**config.mk**
```make
export PLATFORM = sky130hd
export DESIGN_NAME = ext_bus_assist
export DESIGN_NICKNAME = d
export VERILOG_FILES = /design/src/ext_bus_pkg.sv /design/src/ext_bus_assist.sv
export VERILOG_INCLUDE_DIRS = /design/src
export SDC_FILE = /design/constraint.sdc
export NUM_CORES = 1
export LEC_CHECK = 0
export BUFFER_PORTS_ARGS = -buffer_cell sky130_fd_sc_hd__buf_2
export CAP_MARGIN = 30
export CORE_MARGIN = 1.5
export CORE_UTILIZATION = 45
export CTS_BUF_LIST = sky130_fd_sc_hd__clkbuf_16
export DETAILED_ROUTE_END_ITERATION = 10
export GPL_ROUTABILITY_DRIVEN = 0
export PLACE_DENSITY_LB_ADDON = 0.12
export SLEW_MARGIN = 10
export SYNTH_ARGS = -nofsm -noshare
export SYNTH_HDL_FRONTEND = slang
export SYNTH_SLANG_ARGS = --single-unit
```
**constraint.sdc**
```tcl
create_clock -name CLK_I -period 2.7 [get_ports CLK_I]
set_clock_uncertainty 0.15 [all_clocks]
set_input_delay 0.81 -clock CLK_I [delete_from_list [all_inputs] [get_ports CLK_I]]
set_output_delay 0.81 -clock CLK_I [all_outputs]
set_load 0.02 [all_outputs]
```
**src/ext_bus_map.svh**
```systemverilog
// Register offsets, field positions, reset values and timing counts of the bus-assist block
`ifndef EXT_BUS_MAP_SVH
`define EXT_BUS_MAP_SVH

// ****************************************************************
// Register byte offsets
// ****************************************************************
`define BUFFER_ENABLE_CONFIG_OFS 12'h18c
`define ACK_GENERATION_CONFIG_OFS 12'h190
`define ASSIST_STATUS_OFS 12'h194

// ****************************************************************
// Buffer enable configuration fields
// ****************************************************************
`define BOOT_PREDRIVE_LSB 0
`define BOOT_POSTDRIVE_LSB 3
`define AUX_PREDRIVE_LSB 5
`define AUX_POSTDRIVE_LSB 8
`define DISK_PREDRIVE_LSB 10
`define DISK_POSTDRIVE_LSB 13
`define BOOT_BUF_ON_AUX_BIT 16
`define BOOT_BUF_ON_DISK_BIT 17
`define BOOT_BUF_ON_CARD_BIT 18
`define PERIPH_BUF_ON_AUX_BIT 19
`define PERIPH_BUF_ON_DISK_BIT 20
`define PERIPH_BUF_ON_CARD_BIT 21
`define CARD_PREDRIVE_LSB 22
`define CARD_POSTDRIVE_LSB 25
`define DISK_READ_ON_WRITE_BIT 27
`define CARD_READ_ON_WRITE_BIT 28
`define BUFFER_ENABLE_CONFIG_MASK 32'h1fffffff
`define PREDRIVE_MAX_CODE 3'h5

// ****************************************************************
// Acknowledge generation configuration fields
// ****************************************************************
`define CARD_WAIT_COUNT_LSB 0
`define DISK_WAIT_COUNT_LSB 8
`define CARD_ACK_GEN_EN_BIT 16
`define CARD_READY_EN_BIT 17
`define DISK_ACK_GEN_EN_BIT 18
`define DISK_READY_EN_BIT 19
`define ACK_GENERATION_CONFIG_MASK 32'h000fffff

// ****************************************************************
// Reset values and timing counts
// ****************************************************************
`define CONFIG_RESET 32'h00000000
`define ACK_BASE_CLOCKS 9'h001
`endif

```
**src/ext_bus_pkg.sv**
```systemverilog
// Types shared by the bus-assist block
package ext_bus_pkg;

  // Progress of one acknowledge generator
  typedef enum logic [1:0] {
    ACK_IDLE = 2'b00,
    ACK_COUNT = 2'b01,
    ACK_STRETCH = 2'b10,
    ACK_RELEASE = 2'b11
  } ack_phase_t;

  // Whole state of the block, one flop bank
  typedef struct packed {
    logic [31:0] buf_cfg;
    logic [31:0] ack_cfg;
    logic [31:0] rdata;
    logic [3:0] sel_n;
    logic [3:0][2:0] pre_cnt;
    logic [3:0][1:0] post_cnt;
    logic boot_buf_n;
    logic periph_buf_n;
    logic disk_rd_n;
    logic disk_wr_n;
    logic card_rd_n;
    logic card_wr_n;
    logic ack_n;
    logic [1:0] done;
    ack_phase_t [1:0] phase;
    logic [1:0][8:0] wait_cnt;
  } state_t;

endpackage

```
**src/ext_bus_assist.sv**
```systemverilog
// Buffer enables, strobe gating and transfer acknowledge for the external bus
//
// Strobed register access was decided locally.
`timescale 1ns/1ns
`include "ext_bus_map.svh"

// What this block does
// - Boot buffer on boot select; peripheral buffer never
// - Other selects enable buffers per config bit
// - Buffer leads select by predrive, trails by postdrive
// - Predrive delays the select pin's falling edge
// - Internal termination shortens visible select by predrive
// - One timing per select, shared by both buffers
// - Three-bit predrive fields, zero to five clocks
// - Two-bit postdrive fields, zero to three clocks
// - Bit 27 adds disk read strobe on writes
// - Bit 28 adds card read strobe on writes
// - Strobes are selects gated with read/write line
// - Acknowledge generated only when enable bit set
// - Ready input stretches only when its bit set
// - Eight-bit wait count for disk and card selects
// - Acknowledge wait count plus two clocks after strobe
// - Acknowledge two clocks after ready returns high
// - Disk and card generators behave identically
// - Buffer enables are active low
// - Disk strobes are active low

module ext_bus_assist #(
  parameter int ADDR_W = 12
) (
  input wire logic CLK_I,
  input wire logic SRST_I,
  input wire logic [ADDR_W-1:0] ADDR_I,
  input wire logic [31:0] WDATA_I,
  input wire logic WR_I,
  input wire logic RD_I,
  output logic [31:0] RDATA_O,
  input wire logic [3:0] SELECT_REQ_I,
  input wire logic BUS_READ_NOT_WRITE_I,
  input wire logic READY_I,
  output logic BOOT_SELECT_N_O,
  output logic AUX_SELECT_N_O,
  output logic DISK_SELECT_N_O,
  output logic CARD_SELECT_N_O,
  output logic BOOT_BUFFER_ENABLE_N_O,
  output logic PERIPH_BUFFER_ENABLE_N_O,
  output logic DISK_READ_STROBE_N_O,
  output logic DISK_WRITE_STROBE_N_O,
  output logic CARD_READ_STROBE_N_O,
  output logic CARD_WRITE_STROBE_N_O,
  output logic TRANSFER_ACK_N_O
);

  // ****************************************************************
  // Constants
  // ****************************************************************

  // Select index of each chip select
  localparam int BOOT = 0;
  localparam int AUX = 1;
  localparam int DISK = 2;
  localparam int CARD = 3;

  // Field positions per select, indexed by select number
  localparam int PRE_LSB [4] = '{`BOOT_PREDRIVE_LSB, `AUX_PREDRIVE_LSB,
                                `DISK_PREDRIVE_LSB, `CARD_PREDRIVE_LSB};
  localparam int POST_LSB [4] = '{`BOOT_POSTDRIVE_LSB, `AUX_POSTDRIVE_LSB,
                                 `DISK_POSTDRIVE_LSB, `CARD_POSTDRIVE_LSB};

  // Generator 0 serves the disk select, generator 1 the card select
  localparam int GEN_SEL [2] = '{DISK, CARD};
  localparam int GEN_WAIT_LSB [2] = '{`DISK_WAIT_COUNT_LSB, `CARD_WAIT_COUNT_LSB};
  localparam int GEN_EN_BIT [2] = '{`DISK_ACK_GEN_EN_BIT, `CARD_ACK_GEN_EN_BIT};
  localparam int GEN_RDY_BIT [2] = '{`DISK_READY_EN_BIT, `CARD_READY_EN_BIT};

  // ****************************************************************
  // State
  // ****************************************************************

  ext_bus_pkg::state_t st_ff; // Every flop of the block
  ext_bus_pkg::state_t nxt_st; // Next value of every flop

  // Helpers of the combinational process
  logic [3:0] hold; // Select wants its buffers this cycle
  logic [2:0] pre_code; // Predrive code of the select at hand
  logic [1:0] post_code; // Postdrive code of the select at hand
  logic [8:0] target; // Count at which the acknowledge fires
  logic [1:0] fire; // Generator raises acknowledge next edge
  logic act; // Select pin currently driven low
  logic gen_en; // Generator enabled
  logic rdy_en; // Ready input honoured

  // ****************************************************************
  // Next-state logic
  // ****************************************************************

  // All behaviour lives here; the flop bank below only registers it
  always_comb begin
    nxt_st = st_ff;
    hold = '0;
    pre_code = '0;
    post_code = '0;
    target = '0;
    fire = '0;
    act = 1'b0;
    gen_en = 1'b0;
    rdy_en = 1'b0;

    // Read data stand for one cycle only, zero otherwise
    nxt_st.rdata = '0;

    // Register writes; reserved bits are kept at zero
    if (WR_I) begin
      unique case (ADDR_I)
        `BUFFER_ENABLE_CONFIG_OFS: begin
          nxt_st.buf_cfg = WDATA_I & `BUFFER_ENABLE_CONFIG_MASK;
        end
        `ACK_GENERATION_CONFIG_OFS: begin
          nxt_st.ack_cfg = WDATA_I & `ACK_GENERATION_CONFIG_MASK;
        end
        default: begin
          // Unmapped or read-only: write ignored
        end
      endcase
    end

    // Register reads, answered in the following cycle
    if (RD_I) begin
      unique case (ADDR_I)
        `BUFFER_ENABLE_CONFIG_OFS: begin
          nxt_st.rdata = st_ff.buf_cfg;
        end
        `ACK_GENERATION_CONFIG_OFS: begin
          nxt_st.rdata = st_ff.ack_cfg;
        end
        `ASSIST_STATUS_OFS: begin
          // Live view of pins and generator progress
          nxt_st.rdata = {22'h000000, st_ff.phase[1], st_ff.phase[0],
                          ~st_ff.periph_buf_n, ~st_ff.boot_buf_n, ~st_ff.sel_n};
        end
        default: begin
          // Unmapped address reads as zero
          nxt_st.rdata = '0;
        end
      endcase
    end

    // Per-select predrive and postdrive sequencing
    for (int s = 0; s < 4; s++) begin
      // Each select owns its timing fields
      pre_code = st_ff.buf_cfg[PRE_LSB[s] +: 3];
      post_code = st_ff.buf_cfg[POST_LSB[s] +: 2];
      // Codes above five are undefined; treat as five
      if (pre_code > `PREDRIVE_MAX_CODE) begin
        pre_code = `PREDRIVE_MAX_CODE;
      end
      act = ~st_ff.sel_n[s];
      if (!SELECT_REQ_I[s]) begin
        // Request gone: release the pin, rearm predrive
        nxt_st.sel_n[s] = 1'b1;
        nxt_st.pre_cnt[s] = '0;
      end else if (act || (st_ff.pre_cnt[s] >= pre_code)) begin
        // Falling edge held off by predrive clocks
        nxt_st.sel_n[s] = 1'b0;
      end else begin
        // Still in predrive; the pin stays high. Because the
        // request length is fixed elsewhere, the visible select
        // comes out shorter by the predrive
        nxt_st.pre_cnt[s] = st_ff.pre_cnt[s] + 3'h1;
      end
      // Postdrive loads on the pin's rising edge
      if (act && nxt_st.sel_n[s]) begin
        nxt_st.post_cnt[s] = post_code;
      end else if (st_ff.post_cnt[s] != 2'h0) begin
        nxt_st.post_cnt[s] = st_ff.post_cnt[s] - 2'h1;
      end
      // Buffers run from request start to end of postdrive
      hold[s] = SELECT_REQ_I[s] | (nxt_st.post_cnt[s] != 2'h0);
    end

    // Boot buffer: always on boot select, optional elsewhere
    // Optional terms use the per-select enable bits
    // Outputs are active low
    nxt_st.boot_buf_n = ~(hold[BOOT]
                         | (hold[AUX] & st_ff.buf_cfg[`BOOT_BUF_ON_AUX_BIT])
                         | (hold[DISK] & st_ff.buf_cfg[`BOOT_BUF_ON_DISK_BIT])
                         | (hold[CARD] & st_ff.buf_cfg[`BOOT_BUF_ON_CARD_BIT]));

    // Peripheral buffer: never on boot select
    // Optional terms use the per-select enable bits
    nxt_st.periph_buf_n = ~((hold[AUX] & st_ff.buf_cfg[`PERIPH_BUF_ON_AUX_BIT])
                           | (hold[DISK] & st_ff.buf_cfg[`PERIPH_BUF_ON_DISK_BIT])
                           | (hold[CARD] & st_ff.buf_cfg[`PERIPH_BUF_ON_CARD_BIT]));

    // Disk strobes: select pin gated with read/write
    // Both strobes are active low
    // Read strobe optionally also on writes
    nxt_st.disk_rd_n = nxt_st.sel_n[DISK]
                       | ~(BUS_READ_NOT_WRITE_I | st_ff.buf_cfg[`DISK_READ_ON_WRITE_BIT]);
    nxt_st.disk_wr_n = nxt_st.sel_n[DISK] | BUS_READ_NOT_WRITE_I;

    // Card strobes, same gating from the card select
    // Read strobe optionally also on writes
    nxt_st.card_rd_n = nxt_st.sel_n[CARD]
                       | ~(BUS_READ_NOT_WRITE_I | st_ff.buf_cfg[`CARD_READ_ON_WRITE_BIT]);
    nxt_st.card_wr_n = nxt_st.sel_n[CARD] | BUS_READ_NOT_WRITE_I;

    // Acknowledge generators, one each for disk and card select, identical
    for (int g = 0; g < 2; g++) begin
      act = ~st_ff.sel_n[GEN_SEL[g]];
      gen_en = st_ff.ack_cfg[GEN_EN_BIT[g]];
      rdy_en = st_ff.ack_cfg[GEN_RDY_BIT[g]];
      // Wait count from its own byte
      target = {1'b0, st_ff.ack_cfg[GEN_WAIT_LSB[g] +: 8]} + `ACK_BASE_CLOCKS;
      if (!act) begin
        // Strobe gone: cycle over, whatever stage was reached
        nxt_st.phase[g] = ext_bus_pkg::ACK_IDLE;
        nxt_st.done[g] = 1'b0;
        nxt_st.wait_cnt[g] = '0;
      end else begin
        unique case (st_ff.phase[g])
          ext_bus_pkg::ACK_IDLE: begin
            // Start once per strobe, only if enabled
            // A disabled generator stays idle
            if (gen_en && !st_ff.done[g]) begin
              nxt_st.phase[g] = ext_bus_pkg::ACK_COUNT;
              nxt_st.wait_cnt[g] = 9'h001;
            end
          end
          ext_bus_pkg::ACK_COUNT: begin
            if (rdy_en && !READY_I) begin
              // Device holds ready low: stretch
              // Relies on ready falling before the count ends
              nxt_st.phase[g] = ext_bus_pkg::ACK_STRETCH;
            end else if (st_ff.wait_cnt[g] == target) begin
              // Wait count plus two clocks after strobe
              fire[g] = 1'b1;
              nxt_st.phase[g] = ext_bus_pkg::ACK_IDLE;
              nxt_st.done[g] = 1'b1;
            end else begin
              nxt_st.wait_cnt[g] = st_ff.wait_cnt[g] + 9'h001;
            end
          end
          ext_bus_pkg::ACK_STRETCH: begin
            // Hold while ready is low
            if (READY_I) begin
              nxt_st.phase[g] = ext_bus_pkg::ACK_RELEASE;
            end
          end
          ext_bus_pkg::ACK_RELEASE: begin
            // Acknowledge two clocks after ready seen high
            fire[g] = 1'b1;
            nxt_st.phase[g] = ext_bus_pkg::ACK_IDLE;
            nxt_st.done[g] = 1'b1;
          end
        endcase
      end
    end

    // One acknowledge pin shared; the selects never overlap
    nxt_st.ack_n = ~(fire[0] | fire[1]);
  end

  // ****************************************************************
  // Flop bank
  // ****************************************************************

  // Synchronous reset; active-low outputs come up inactive
  always_ff @(posedge CLK_I) begin
    if (SRST_I) begin
      st_ff <= '0;
      st_ff.buf_cfg <= `CONFIG_RESET;
      st_ff.ack_cfg <= `CONFIG_RESET;
      st_ff.sel_n <= 4'hf;
      st_ff.boot_buf_n <= 1'b1;
      st_ff.periph_buf_n <= 1'b1;
      st_ff.disk_rd_n <= 1'b1;
      st_ff.disk_wr_n <= 1'b1;
      st_ff.card_rd_n <= 1'b1;
      st_ff.card_wr_n <= 1'b1;
      st_ff.ack_n <= 1'b1;
    end else begin
      st_ff <= nxt_st;
    end
  end

  // ****************************************************************
  // Outputs, each straight from its flop
  // ****************************************************************

  // Register read data
  assign RDATA_O = st_ff.rdata;

  // Select pins after predrive delay
  assign BOOT_SELECT_N_O = st_ff.sel_n[BOOT];
  assign AUX_SELECT_N_O = st_ff.sel_n[AUX];
  assign DISK_SELECT_N_O = st_ff.sel_n[DISK];
  assign CARD_SELECT_N_O = st_ff.sel_n[CARD];

  // Buffer enables
  assign BOOT_BUFFER_ENABLE_N_O = st_ff.boot_buf_n;
  assign PERIPH_BUFFER_ENABLE_N_O = st_ff.periph_buf_n;

  // Read and write strobes
  assign DISK_READ_STROBE_N_O = st_ff.disk_rd_n;
  assign DISK_WRITE_STROBE_N_O = st_ff.disk_wr_n;
  assign CARD_READ_STROBE_N_O = st_ff.card_rd_n;
  assign CARD_WRITE_STROBE_N_O = st_ff.card_wr_n;

  // Transfer acknowledge, one-cycle low pulse
  assign TRANSFER_ACK_N_O = st_ff.ack_n;

endmodule

```
Yosys cells after proc, flatten, opt, wreduce, memory -nomap -nowiden
Index checks and enable logic that the tools add are counted.

Register bits after elaboration: 136. Bits of input ports: 54. Output and inout port bits: 43. Logic and storage cells: 203.

Add/subtract/negate cells: 12. Magnitude comparators: 8. Equal/unequal tests: 23. Multiplexer cells: 52. Bitwise operators: 39. Reduce and logical (&&, ||, !) cells: 44.

Operators by type and width (number): $pmux 29 s3 (1); $mux 9 (6); $eq 12x9->1 const B (3); $pmux 9 s2 (2); $mux 2 (15); $reduce_bool 2->1 (12); $ne 2x2->1 const B (10); $add 8x1->9 const B (2); $add 9x1->9 const B (2); $eq 9x9->1 (2); $mux 1 (18); $not 1->1 (16); $or 1x1->1 (16); $pmux 2 s4 (2); $reduce_or 2->1 (7); $add 3x1->3 const B (4); $ge 3x3->1 (4); $gt 3x3->1 const B (4); $mux 3 (4); $reduce_and 3->1 (4); $eq 2x2->1 const B (4); $logic_and 1x1->1 (8); $pmux 1 s2 (4); $reduce_and 4->1 (2); other kinds (9) (26).

Longest topological paths before layout
Depth after elaboration: 15. Depth in mapped cells: 9. Depth with buffers taken out: 9.

Least setup slack after synthesis
OpenSTA, ideal clock, no wires.

Kind: input-to-reg. Start: in ADDR_I[9]. End: reg st_ff[146] (netlist bit). Setup time: 0.071 ns. Arrival time: 2.379 ns. Data required time: 2.479 ns. Setup slack: 0.101 ns. Cell stages on the path: 8. Path through: nor4b_1 > nand4b_1 > nor3_1 > and2_1 > clkbuf_1 > buf_2 > nand2_1 > a21oi_1.

Longest elaborated chain between the ends: 2.

RTL lines: from (decl) (line ext_bus_assist.sv:33) `input wire logic [ADDR_W-1:0] ADDR_I,`; $eq 12x9->1 (line ext_bus_assist.sv:114) `unique case (ADDR_I)`; $reduce_and 2->1 (no line); to (signal assigned) (line ext_bus_assist.sv:283) `st_ff <= nxt_st;`; to (decl) (line ext_bus_assist.sv:80) `ext_bus_pkg::state_t st_ff;`.

Every way passes these cells. A chain may end at the register's enable or synchronous reset.

Worst setup path in the final report
Start: reg st_ff[95] (netlist bit). End: reg st_ff[7] (netlist bit).

Longest elaborated chain between the ends: 4.

RTL lines: $add 8x1->9 (no line); $eq 9x9->1 (line ext_bus_assist.sv:235) `end else if (st_ff.wait_cnt[g] == target) begin`; $ne 2x2->1 (no line); $reduce_and 4->1 (no line).

Every way passes these cells.

==> impl_results.md <==
* IO Port Bufs at 90
* Util after Layout at 53.5%
* Mapped cell area at 6360 um2
* Skew-Pair Late Insertion Delay at between 0.4 and 0.5 ns
* # Post-CTS Setup Buffers at 0
* Worst path cell trace: nand3_2 -> o21a_1 -> or4_4 -> a2111oi_4 -> a31oi_2 -> buf_12 -> and3_1 -> o21ai_1
* Core box area at 13,800 um2
* Post-Synth XOR/XNOR Area at approximately 3.3%
* Global-route wire length before repair at 24,500 um
* Post-synthesis async set-or-reset flop share at 0%
* Row count at 43
* Largest cells by area after synthesis: dfxtp_1 42%, nor2_1 6.1%, nand2_1 5.5%
* Fraction of layout cells with a size suffix above 1 at 19.6%
* Setup slack, reg-to-reg at 0.11 ns
* Dpl cells at 977
* Yosys cell types at 59
* Layout area overhead at 16.3%
* CTS tree: yes
* Synthesized flop and latch total at 133
* Top Usage Layer GRT: met2
* Initial Util at a little under half
* Die Y at 122 um
* Largest family of logic cells by synthesized area: simple AND/OR/NAND/NOR gates
* Vias at 5,284
* Clock buffer depth at 2
* Total gr overflow at 0
* Post-synth EDFFs at 0
* Final setup viols at 0
* Worst EP arrival at 2.78 ns
* Main synth FF type: dfxtp_1
* Max stage delay on crit path at ~0.53 ns
* TritonRoute pass-1 iters at 5
* Met3 Track Usage GR at 5.06%
* # diodes at 0
* Headroom to the max-slew limit at 53.4%
* Synth cell count leaders: 133 x dfxtp_1, 103 x nor2_1, 94 x nand2_1, 55 x a21oi_1, 33 x buf_4
* CP Max Fanout at 12
* PnR worst setup slack at 0.113 ns
* Num CTS Buffers at 17
* Nets at 890
* Leakage power at around 0.003 uW
* DP HPWL at between 10,000 and 15,000 um
* Top-level I/O count at 97
* Number of global-route vias before repair at 4,953
* Final Cycle Share at 95.8%
* DRT iter0 DRCs at 280
* Total track usage at 21.3%
* Mux share of post-synthesis cell area at ~5.7%
* Adder-Cell Fraction of Synth Area at 3.93%
* Finished Layout Cells at around 1,000
* Slowest cell on the critical path: or4_4
* Synthesized area per cell at 8.48 um2
* Hold Vio Cnt, Final at 0
* Setup_tns at 0 ns
* Worst slew pin tran at just under 0.7 ns
* Max Transition Viols Final at 0
* Post-synthesis simple-gate area fraction at 23.0%
* HP Class: register to register
* Pwr Total at between 4000 and 5000 uW
* Fmax at 387 MHz
* Post-synth top area share at 41.8%
* Average wire per standard cell at about 15 um
* CP Data Required Time at roughly 2.9 ns
* Syn Inst Count at 750
* Largest net degree at the start of global routing at 36
* # H-tree levels at 4
* Synth Warn # at 0
* Via/cell ratio at ~5.3
* ANT nets after route at 0
* Worst setup EP type: register
* Maximum capacitance violations at 0
* Antenna violations before repair at 0
* Most common cell in the synthesized netlist: dfxtp_1
* Die width at 122 um
* Peak supply drop at 410 uV
* Final min period at 2.59 ns
* Met2 Use GR at around a third
* Root Driver: clkbuf_16
* Synth area leader: dfxtp_1
* Number of remaining DRC errors at 0
* Clk sinks at 133
* Startpoint Class: register
* PwrDens at 556 nW/um2
* M1 GR Usage at between 20% and 30%
* Critical path class: register to register
* Compound-Gate Fraction of Synth Area at 14.8%
* CTS clock-pin slew for the worst setup and hold paths at 0.06 ns
* Status: finished clean
* Pre-CTS WS at -0.186 ns
* Sequential share of the synthesized area at a little over two fifths
* DIE AREA at 14,900 um2
* Routed wire length at between 15,000 and 20,000 um
power breakdown:
| group | leakage, uW | switching, uW | internal (uW) |
|---|---|---|---|
| Clock | 0.000242 | 782 | 1210 |
| Sequential | 0.00107 | 10.0 | 1970 |
| Combinational | 0.00169 | 87.6 | 52.1 |
| Total | 0.00301 | 880 | 3240 |
timing repair:
item / in CTS / in global routing
endpoints found under the setup margin: 0 / 20
resized for setup: 0 / 9
hold buffers: 0 / 0
per-layer routing:
| layer | up-vias | wire [um] |
|---|---|---|
| li1 | 2666 | - |
| met3 | 14 | 690 |
| met2 | 122 | 6950 |
| met4 | 0 | 204 |
| met5 | - | 0 |
| met1 | 2482 | 7330 |
worst max-delay path: cells and delay by family (launching register included):
family / cells / cell delay, ns
and+or+nand+nor: 3 / 0.80
AOI/OAI and AO/OA: 4 / 0.92
DFF: 1 / 0.46
buffers and inverters: 1 / 0.19
stage by stage:
step	area [um2]	hold slack (ns)
floorplan	6370	0.267
global placement	6880	0.285
detailed placement	6880	0.287
CTS	7370	0.299
global route	7400	0.308
finish	7400	0.295
registers in the layout (all words and copies together), names as in the netlist, named ones only:
name,cells
PERIPH_BUFFER_ENABLE_N_O,1
TRANSFER_ACK_N_O,1
gen_en,1
DISK_SELECT_N_O,1
CARD_SELECT_N_O,1
rdy_en,1
BOOT_SELECT_N_O,1
CARD_WRITE_STROBE_N_O,1
DISK_READ_STROBE_N_O,1
BOOT_BUFFER_ENABLE_N_O,1
post_code,2
CARD_READ_STROBE_N_O,1
DISK_WRITE_STROBE_N_O,1
RDATA_O,29
st_ff,87
AUX_SELECT_N_O,1
cell usage in the layout, fill, tap and decap left out, types with 4 or more instances in the layout:
master	netlist	final
dfxtp_1	133	130
nor2_1	103	103
nand2_1	94	94
buf_2	7	90
a21oi_1	55	55
mux2i_1	32	32
a22oi_1	21	21
inv_1	19	20
buf_4	33	19
ha_1	20	18
xnor2_1	17	17
clkbuf_16	0	17
and3_1	16	16
nand2b_1	16	16
o21ai_0	14	13
nand3_1	12	12
nor2b_1	12	12
nand4_1	11	11
nor3_1	12	11
xor2_1	7	7
a21o_1	7	7
o21bai_1	6	6
o21a_1	6	6
nand3b_1	6	6
nor3b_1	7	6
and2_1	3	4
mux2_2	4	4
a21boi_0	4	4
buf_12	0	4
cell type report:
cell class	count	area (um2)
clock inverters	9	70.1
well taps	180	225
fillers	1308	6420
flip-flops and latches	133	2670
inverters	19	71.3
repair buffers	113	673
clock buffers	17	425
multi-input cells	532	3270
path summary, 6_finish.rpt:
path	endpoint	start	cells past startpoint
hold reg to reg	st_ff[22]	st_ff[22]	1
setup reg to reg	st_ff[7]	st_ff[95]	8
setup / recovery	st_ff[7]	st_ff[95]	8
hold / removal	st_ff[22]	st_ff[22]	1
cell families after synthesis:
family                   count (synthesis)
adder cells (fa/ha/maj)                 20
flip-flops                             133
AO/OA/AOI/OAI                          140
other                                    1
AND/OR/NAND/NOR                        309
buffers and inverters                   87
multiplexers                            36
XOR/XNOR                                24
Note: power is estimated with default switching activity, not from simulation.
